==> config.mk <==
export PLATFORM = sky130hd
export DESIGN_NAME = emu_regs
export DESIGN_NICKNAME = d
export VERILOG_FILES = /design/src/verilog/emu_regs_pkg.sv /design/src/verilog/bit_synchronizer.sv /design/src/verilog/emu_regs.sv
export SDC_FILE = /design/constraint.sdc
export NUM_CORES = 2
export LEC_CHECK = 0
export ABC_CLOCK_PERIOD_IN_PS = 3600
export BUFFER_PORTS_ARGS = -buffer_cell sky130_fd_sc_hd__buf_2
export CAP_MARGIN = 20
export CORE_UTILIZATION = 63
export DETAILED_ROUTE_END_ITERATION = 8
export PLACE_DENSITY_LB_ADDON = 0.2
export SLEW_MARGIN = 30
export SYNTH_ARGS = -nofsm -noshare
export SYNTH_HDL_FRONTEND = slang
export SYNTH_SLANG_ARGS = --single-unit
==> constraint.sdc <==
create_clock -name mclk -period 3.6 [get_ports mclk]
set_input_delay 0.36 -clock mclk [delete_from_list [all_inputs] [get_ports mclk]]
set_output_delay 0.36 -clock mclk [all_outputs]
set_load 0.01 [all_outputs]
==> src/verilog/emu_regs_pkg.sv <==
// Constants, field layouts and carrier types of the identification and
// emulation register bank. Assumes a 16-bit byte address on AXI4-Lite.
`default_nettype none
package emu_regs_pkg;

  // ***************************************************************
  // Address map
  // ***************************************************************
  localparam int ADDR_W = 16;
  localparam logic [15:0] ID_OFFSET = 16'h0000;
  localparam logic [15:0] EMU_OFFSET = 16'h0004;
  localparam logic [15:0] TX_MAP_A = 16'h8000;
  localparam logic [15:0] TX_MAP_B = 16'h8100;
  localparam logic [15:0] RX_MAP_A = 16'hC000;
  localparam logic [15:0] RX_MAP_B = 16'hC100;
  localparam int MAP_WORDS = 8;
  localparam int MAP_TABLES = 4;

  // ***************************************************************
  // Field positions and reset values
  // ***************************************************************
  localparam int IDENT_LSB = 16;
  localparam int MAJOR_LSB = 8;
  localparam int MINOR_LSB = 0;
  localparam int SPARE_LSB = 20;
  localparam int SPARE_MSB = 24;
  localparam int LOOP_PATH_BIT = 17;
  localparam int LOOP_EN_BIT = 16;
  localparam int HALT_SCOPE_BIT = 1;
  localparam int FREE_RUN_BIT = 0;
  localparam logic [31:0] MAP_RESET = 32'h0000_0000;
  localparam logic [1:0] RESP_OKAY = 2'b00;
  localparam logic [1:0] RESP_SLVERR = 2'b10;

  // ***************************************************************
  // Carrier types
  // ***************************************************************
  typedef struct packed {
    logic [4:0] spare;
    logic loopPath;
    logic loopEnable;
    logic haltScope;
    logic freeRun;
  } emuCtl_t;

  localparam emuCtl_t EMU_RESET = '0;

  typedef struct packed {
    logic serialUnit;
    logic txMux;
    logic txTransfer;
    logic rxMux;
    logic rxTransfer;
  } haltVec_t;

  typedef struct packed {
    logic active;
    logic internalPath;
    logic externalPath;
  } loopMode_t;

  typedef enum logic [1:0] {
    RUNNING = 2'b00,
    WAIT_FRAME = 2'b01,
    HALTED = 2'b11
  } haltState_t;

endpackage
`default_nettype wire

==> src/verilog/bit_synchronizer.sv <==
// Two-flop synchroniser for one level arriving from another domain.
// Assumes the level is stable for at least two destination clocks.
`timescale 1ns/1ps
`default_nettype none
module bit_synchronizer (
  input wire logic mclk,
  input wire logic rstn,
  input wire logic asyncIn,
  output logic syncOut
);

  logic meta;

  // The first stage feeds only the second one.
  always_ff @(posedge mclk or negedge rstn) begin
    if (!rstn) begin
      meta <= 1'b0;
      syncOut <= 1'b0;
    end else begin
      meta <= asyncIn;
      syncOut <= meta;
    end
  end

endmodule // bit_synchronizer
`default_nettype wire

==> src/verilog/emu_regs.sv <==
// Identification, emulation and test control, and timeslot bitmap tables.
// Assumes an AXI4-Lite master on mclk and frame ends from the serial unit.
//
// The AXI4-Lite register port was left to the implementer.
`timescale 1ns/1ps
`default_nettype none
module emu_regs
  import emu_regs_pkg::*;
#(
  parameter logic [15:0] MODULE_ID = 16'h0A5A, // Arbitrary value.
  parameter logic [7:0] REV_MAJOR = 8'h0C, // Arbitrary value.
  parameter logic [7:0] REV_MINOR = 8'h03 // Arbitrary value.
) (
  input wire logic mclk,
  input wire logic rstn,
  input wire logic [ADDR_W-1:0] awaddr,
  input wire logic awvalid,
  output logic awready,
  input wire logic [31:0] wdata,
  input wire logic [3:0] wstrb,
  input wire logic wvalid,
  output logic wready,
  output logic [1:0] bresp,
  output logic bvalid,
  input wire logic bready,
  input wire logic [ADDR_W-1:0] araddr,
  input wire logic arvalid,
  output logic arready,
  output logic [31:0] rdata,
  output logic [1:0] rresp,
  output logic rvalid,
  input wire logic rready,
  input wire logic haltRequest,
  input wire logic frameDone,
  input wire logic [1:0] mapReadTable,
  input wire logic [2:0] mapReadWord,
  output logic [31:0] mapReadData,
  output loopMode_t loopMode,
  output haltVec_t haltVec
);

  // ***************************************************************
  // Address decode
  // ***************************************************************
  function automatic logic [3:0] mapDecode(input logic [ADDR_W-1:0] a);
    logic [3:0] hit;
    hit[0] = (a[15:5] == TX_MAP_A[15:5]);
    hit[1] = (a[15:5] == TX_MAP_B[15:5]);
    hit[2] = (a[15:5] == RX_MAP_A[15:5]);
    hit[3] = (a[15:5] == RX_MAP_B[15:5]);
    return hit;
  endfunction

  function automatic logic [31:0] applyStrobe(input logic [31:0] old,
                                              input logic [31:0] data,
                                              input logic [3:0] strb);
    logic [31:0] res;
    res = old;
    for (int b = 0; b < 4; b++) begin
      if (strb[b]) begin
        res[8*b +: 8] = data[8*b +: 8];
      end
    end
    return res;
  endfunction

  logic awHeld;
  logic wHeld;
  logic [ADDR_W-1:0] wrAddr;
  logic [31:0] wrData;
  logic [3:0] wrStrb;
  emuCtl_t emuCtl;
  logic [31:0] mapMem [MAP_TABLES*MAP_WORDS];

  wire [3:0] wrMapHit = mapDecode(wrAddr);
  wire [3:0] rdMapHit = mapDecode(araddr);
  wire wrIsId = (wrAddr == ID_OFFSET);
  wire wrIsEmu = (wrAddr == EMU_OFFSET);
  wire wrIsMap = (|wrMapHit) && (wrAddr[1:0] == 2'b00);
  wire rdIsId = (araddr == ID_OFFSET);
  wire rdIsEmu = (araddr == EMU_OFFSET);
  wire rdIsMap = (|rdMapHit) && (araddr[1:0] == 2'b00);
  wire [1:0] wrTable = {wrMapHit[2] | wrMapHit[3], wrMapHit[1] | wrMapHit[3]};
  wire [1:0] rdTable = {rdMapHit[2] | rdMapHit[3], rdMapHit[1] | rdMapHit[3]};
  wire [4:0] wrIndex = {wrTable, wrAddr[4:2]};
  wire [4:0] rdIndex = {rdTable, araddr[4:2]};
  wire doWrite = awHeld && wHeld && !bvalid;
  wire takeRead = arvalid && arready;

  // ***************************************************************
  // AXI4-Lite write channel
  // ***************************************************************
  // Address and data are captured independently, so either may come first.
  assign awready = !awHeld && !bvalid;
  assign wready = !wHeld && !bvalid;

  always_ff @(posedge mclk or negedge rstn) begin
    if (!rstn) begin
      awHeld <= 1'b0;
      wrAddr <= '0;
    end else if (awvalid && awready) begin
      awHeld <= 1'b1;
      wrAddr <= awaddr;
    end else if (doWrite) begin
      awHeld <= 1'b0;
    end
  end

  always_ff @(posedge mclk or negedge rstn) begin
    if (!rstn) begin
      wHeld <= 1'b0;
      wrData <= '0;
      wrStrb <= '0;
    end else if (wvalid && wready) begin
      wHeld <= 1'b1;
      wrData <= wdata;
      wrStrb <= wstrb;
    end else if (doWrite) begin
      wHeld <= 1'b0;
    end
  end

  // Writes to the identification word are accepted and have no effect.
  always_ff @(posedge mclk or negedge rstn) begin
    if (!rstn) begin
      bvalid <= 1'b0;
      bresp <= RESP_OKAY;
    end else if (doWrite) begin
      bvalid <= 1'b1;
      bresp <= (wrIsId || wrIsEmu || wrIsMap) ? RESP_OKAY : RESP_SLVERR;
    end else if (bready) begin
      bvalid <= 1'b0;
    end
  end

  // ***************************************************************
  // Control register and bitmap tables
  // ***************************************************************
  wire [31:0] emuWord = {7'h00, emuCtl.spare, 2'b00, emuCtl.loopPath,
                         emuCtl.loopEnable, 14'h0000, emuCtl.haltScope,
                         emuCtl.freeRun};
  wire [31:0] emuNew = applyStrobe(emuWord, wrData, wrStrb);
  wire emuCtl_t next_emuCtl = '{spare: emuNew[SPARE_MSB:SPARE_LSB],
                                loopPath: emuNew[LOOP_PATH_BIT],
                                loopEnable: emuNew[LOOP_EN_BIT],
                                haltScope: emuNew[HALT_SCOPE_BIT],
                                freeRun: emuNew[FREE_RUN_BIT]};

  always_ff @(posedge mclk or negedge rstn) begin
    if (!rstn) begin
      emuCtl <= EMU_RESET;
    end else if (doWrite && wrIsEmu) begin
      emuCtl <= next_emuCtl;
    end
  end

  genvar e;
  generate
    for (e = 0; e < MAP_TABLES*MAP_WORDS; e++) begin : gMap
      always_ff @(posedge mclk or negedge rstn) begin
        if (!rstn) begin
          mapMem[e] <= MAP_RESET;
        end else if (doWrite && wrIsMap && wrIndex == 5'(e)) begin
          mapMem[e] <= applyStrobe(mapMem[e], wrData, wrStrb);
        end
      end
    end
  endgenerate

  // The datapath reads the tables through its own port, one cycle late.
  always_ff @(posedge mclk or negedge rstn) begin
    if (!rstn) begin
      mapReadData <= MAP_RESET;
    end else begin
      mapReadData <= mapMem[{mapReadTable, mapReadWord}];
    end
  end

  // ***************************************************************
  // AXI4-Lite read channel
  // ***************************************************************
  wire [31:0] idWord = {MODULE_ID, REV_MAJOR, REV_MINOR};
  wire [31:0] readMux = rdIsId ? idWord : rdIsEmu ? emuWord :
                        rdIsMap ? mapMem[rdIndex] : 32'h0000_0000;

  assign arready = !rvalid;

  always_ff @(posedge mclk or negedge rstn) begin
    if (!rstn) begin
      rvalid <= 1'b0;
      rdata <= '0;
      rresp <= RESP_OKAY;
    end else if (takeRead) begin
      rvalid <= 1'b1;
      rdata <= readMux;
      rresp <= (rdIsId || rdIsEmu || rdIsMap) ? RESP_OKAY : RESP_SLVERR;
    end else if (rready) begin
      rvalid <= 1'b0;
    end
  end

  // ***************************************************************
  // Loopback test mode
  // ***************************************************************
  // With test mode off the path bit is stored but has no effect.
  wire loopMode_t next_loopMode = '{active: emuCtl.loopEnable,
                                    internalPath: emuCtl.loopEnable && emuCtl.loopPath,
                                    externalPath: emuCtl.loopEnable && !emuCtl.loopPath};

  always_ff @(posedge mclk or negedge rstn) begin
    if (!rstn) begin
      loopMode <= '0;
    end else begin
      loopMode <= next_loopMode;
    end
  end

  // ***************************************************************
  // Emulation halt
  // ***************************************************************
  logic haltSync;
  haltState_t haltState;
  haltState_t next_haltState;
  haltVec_t next_haltVec;

  bit_synchronizer haltSyncer (
    .mclk(mclk),
    .rstn(rstn),
    .asyncIn(haltRequest),
    .syncOut(haltSync)
  );

  // A dropped request or a late free-run setting releases the units at once.
  wire haltWanted = haltSync && !emuCtl.freeRun;

  always_comb begin
    next_haltState = haltState;
    unique case (haltState)
      RUNNING: begin
        if (haltWanted) next_haltState = WAIT_FRAME;
      end
      WAIT_FRAME: begin
        if (!haltWanted) next_haltState = RUNNING;
        else if (frameDone) next_haltState = HALTED;
      end
      HALTED: begin
        if (!haltWanted) next_haltState = RUNNING;
      end
      default: next_haltState = RUNNING;
    endcase
  end

  assign next_haltVec = (next_haltState != HALTED) ? '0 :
                        emuCtl.haltScope ? haltVec_t'(5'b00011) :
                        haltVec_t'(5'b11111);

  always_ff @(posedge mclk or negedge rstn) begin
    if (!rstn) begin
      haltState <= RUNNING;
      haltVec <= '0;
    end else begin
      haltState <= next_haltState;
      haltVec <= next_haltVec;
    end
  end
endmodule // emu_regs
`default_nettype wire

==> summary.txt <==
Final Cycle Share -> 0.924
Kind of critical path -> reg -> reg
TritonCTS clock tree -> done
Minimum clock period -> 3330 ps
Cell Pwr Density -> 460 mW/mm²
Fin util -> 0.721
Synth top area cells -> dfrtp_1, mux4_2, mux2_2
Clock Root Buffer -> clkbuf_16
Cells after DPL -> 5022
Area leader, netlist -> dfrtp_1
Most common cell in the netlist -> dfrtp_1
Relative slew margins -> 0.315
Slew @ Worst Pin -> 1030 ps
Mean Syn Cell Area -> 16.0 µm²
Mux cell area share after synthesis -> 0.451
Primary FF master, synth -> dfrtp_1
Vias in the first global route -> 40300
Async SR Flop Fraction -> 1.00
Design area -> 0.0675 mm²
Post-synthesis simple-gate area fraction -> 0.0303
Fill count -> 5895
Initial Util -> 0.638
Gpl congestion -> 0.891
CP top delay family -> simple AND/OR/NAND/NOR gates
Core ar. -> 0.0936 mm²
Cts bufs inserted -> 120
Crit-path cells -> nor4_2, nand4_1, buf_4, or3_2, nor2_2, buf_4, mux2_2
XOR/XNOR Fraction of Synth Area -> 0
Setup TNS -> 0 ps
Critical path's slowest cell -> or3_2
Worst stage delay on the critical path -> 770 ps
Post-synth top area share -> 0.488
Final setup viols -> 0
Die Ht -> 310 µm
Largest family of logic cells by synthesized area -> multiplexers
Synth unique cells -> 46
Max_cap viols -> 0
Yosys reg bits -> 1164
N_diodes -> 0
Maximum buffer depth of the clock tree -> 3
Clock skew -> 23.5 ps
Post-DP Area -> 0.0628 mm²
Status -> finished clean
Worst Path Required -> 4200 ps
Grt ovf -> 0
Number of routed nets with antenna violations -> 0
DIE WIDTH -> 310 µm
Mapped Cells -> 3727
Clk slew on worst S/H paths -> 60 ps
Worst VDD drop -> 0.557 mV
Ys Warns -> 0
Seq/Total Area, Yosys -> 0.488
Crit Path Max Fanout -> 12
Post-DR wirelength/cell -> 32.6 µm
Post-synthesis instance area -> 0.0597 mm²
Pin count of the biggest net entering global routing -> 152
Area growth, synth to finish -> 13.1%
Die ar. -> 0.0960 mm²
Gr usage total -> 0.373
H-tree Lvls -> 3
Non-Filler Instances -> 5295
Skew-Pair Late Insertion Delay -> 720 ps
First-pass GRT wire length -> 262000 µm
Synth cell count leaders -> dfrtp_1, mux2_2, mux4_2
Sink Count -> 1164
Compound-Gate Fraction of Synth Area -> 0.0100
1st-iter DRT viols -> 3700
Unrepaired setup endpoints after global routing -> false
CP Capture Type -> register
Worst endpoint data arrival time -> 3930 ps
Hold Vio Cnt, Final -> 0
Routed via count -> 37700
Layout cells sized above 1 -> 0.577
Hold Crit Class -> in -> async
Drc violations -> 0
# IOs -> 163
DP HPWL -> 113000 µm
WP buf/inv -> 2
I/O Buffers -> 160
Tot Pwr -> 31000 µW
Final nets -> 4031
Initial antenna violation count -> 6
Post_cts resized -> 0
LEAKAGE -> 0.0315 µW
Vias per cell -> 7.12
Max-slew violations -> 0
Synth Area in Adders -> 0
Max frequency -> 0.301 GHz
CP startpoint kind -> register
Number of flops mapped to enable cells by yosys -> 0
Row count -> 112
Post-Route WL -> 173000 µm
DRT Pass-1 Iters -> 5
CP dominant cell by count -> buf_4
==> cell families (layout without fill, tap and decap cells) <==
kind of cell	count (synthesis)	count (layout)
muxes	1830	1830
DFF	1164	1164
and+or+nand+nor	339	339
buffers and inverters	308	621
AOI/OAI and AO/OA	85	85
other	1	2
==> path summary, 6_finish.rpt <==
path,from,endpoint,slack [ps],depth (start not counted)
worst max-delay path,wrAddr[11]$_DFFE_PN0P_,mapMem[538]$_DFFE_PN0P_,270,7
worst min-delay path,rstn,wrData[8]$_DFFE_PN0P_,150,2
worst max register to register,wrAddr[11]$_DFFE_PN0P_,mapMem[538]$_DFFE_PN0P_,270,7
worst min register to register,haltSyncer.meta$_DFF_PN0_,haltSyncer.syncOut$_DFF_PN0_,370,0
max in group asynchronous,rstn,wrData[26]$_DFFE_PN0P_,2070,4
min in group mclk,araddr[15],rdata[1]$_DFFE_PN0P_,230,4
==> report_power, final <==
| part | internal (µW) | switching [µW] | total [µW] |
|---|---|---|---|
| clock network | 7690 | 5240 | 12900 |
| registers | 13400 | 2140 | 15600 |
| logic | 1030 | 1490 | 2520 |
| total | 22200 | 8880 | 31000 |
==> layer usage <==
layer  share of wire  global-route usage
met1            0.39               0.509
met2            0.47               0.571
met3            0.10               0.108
met4           0.041               0.145
met5         0.00031                   0
==> cell type report <==
cell class              instances  area (µm²)  area share
repair buffers                398        3260      0.0483
well taps                    1254        1570      0.0232
flip-flops and latches       1164       29200       0.432
clock inverters                35         489     0.00724
multi-input cells            2256       29400       0.436
inverters                       9        33.8    0.000500
clock buffers                 179        3590      0.0532
==> flip-flops by register name, indices dropped and copies added (netlist names), 2 cells and up <==
register     flops
emuCtl           9
haltState        2
haltVec          2
loopMode         3
mapMem        1024
mapReadData     32
rdata           32
wrAddr          16
wrData          32
wrStrb           4
==> layout by cell type, fill, tap and decap left out, types with 28 or more instances in the layout <==
cell,instances
nor2_1,46
nand2_1,114
buf_4,144
buf_2,152
dfrtp_1,1133
clkbuf_16,125
buf_12,37
mux2_2,1109
nor2_2,59
mux2i_1,120
dfrtp_2,31
mux4_2,576
clkbuf_1,28
dlygate4sd3_1,59
==> per-stage QoR <==
stage          hold slack (ps)  setup WS, ps
6_report                   146           272
5_1_grt                    182           130
4_1_cts                    139           351
3_5_place_dp               296           354
3_3_place_gp               290           250
2_1_floorplan             64.4           911
==> repair_timing <==
action                     CTS  global route
buffers inserted             0             0
hold buffers                59             0
setup endpoints to repair    0             0
hold endpoints to repair   203             0
Power figures use the tool's default switching activity.
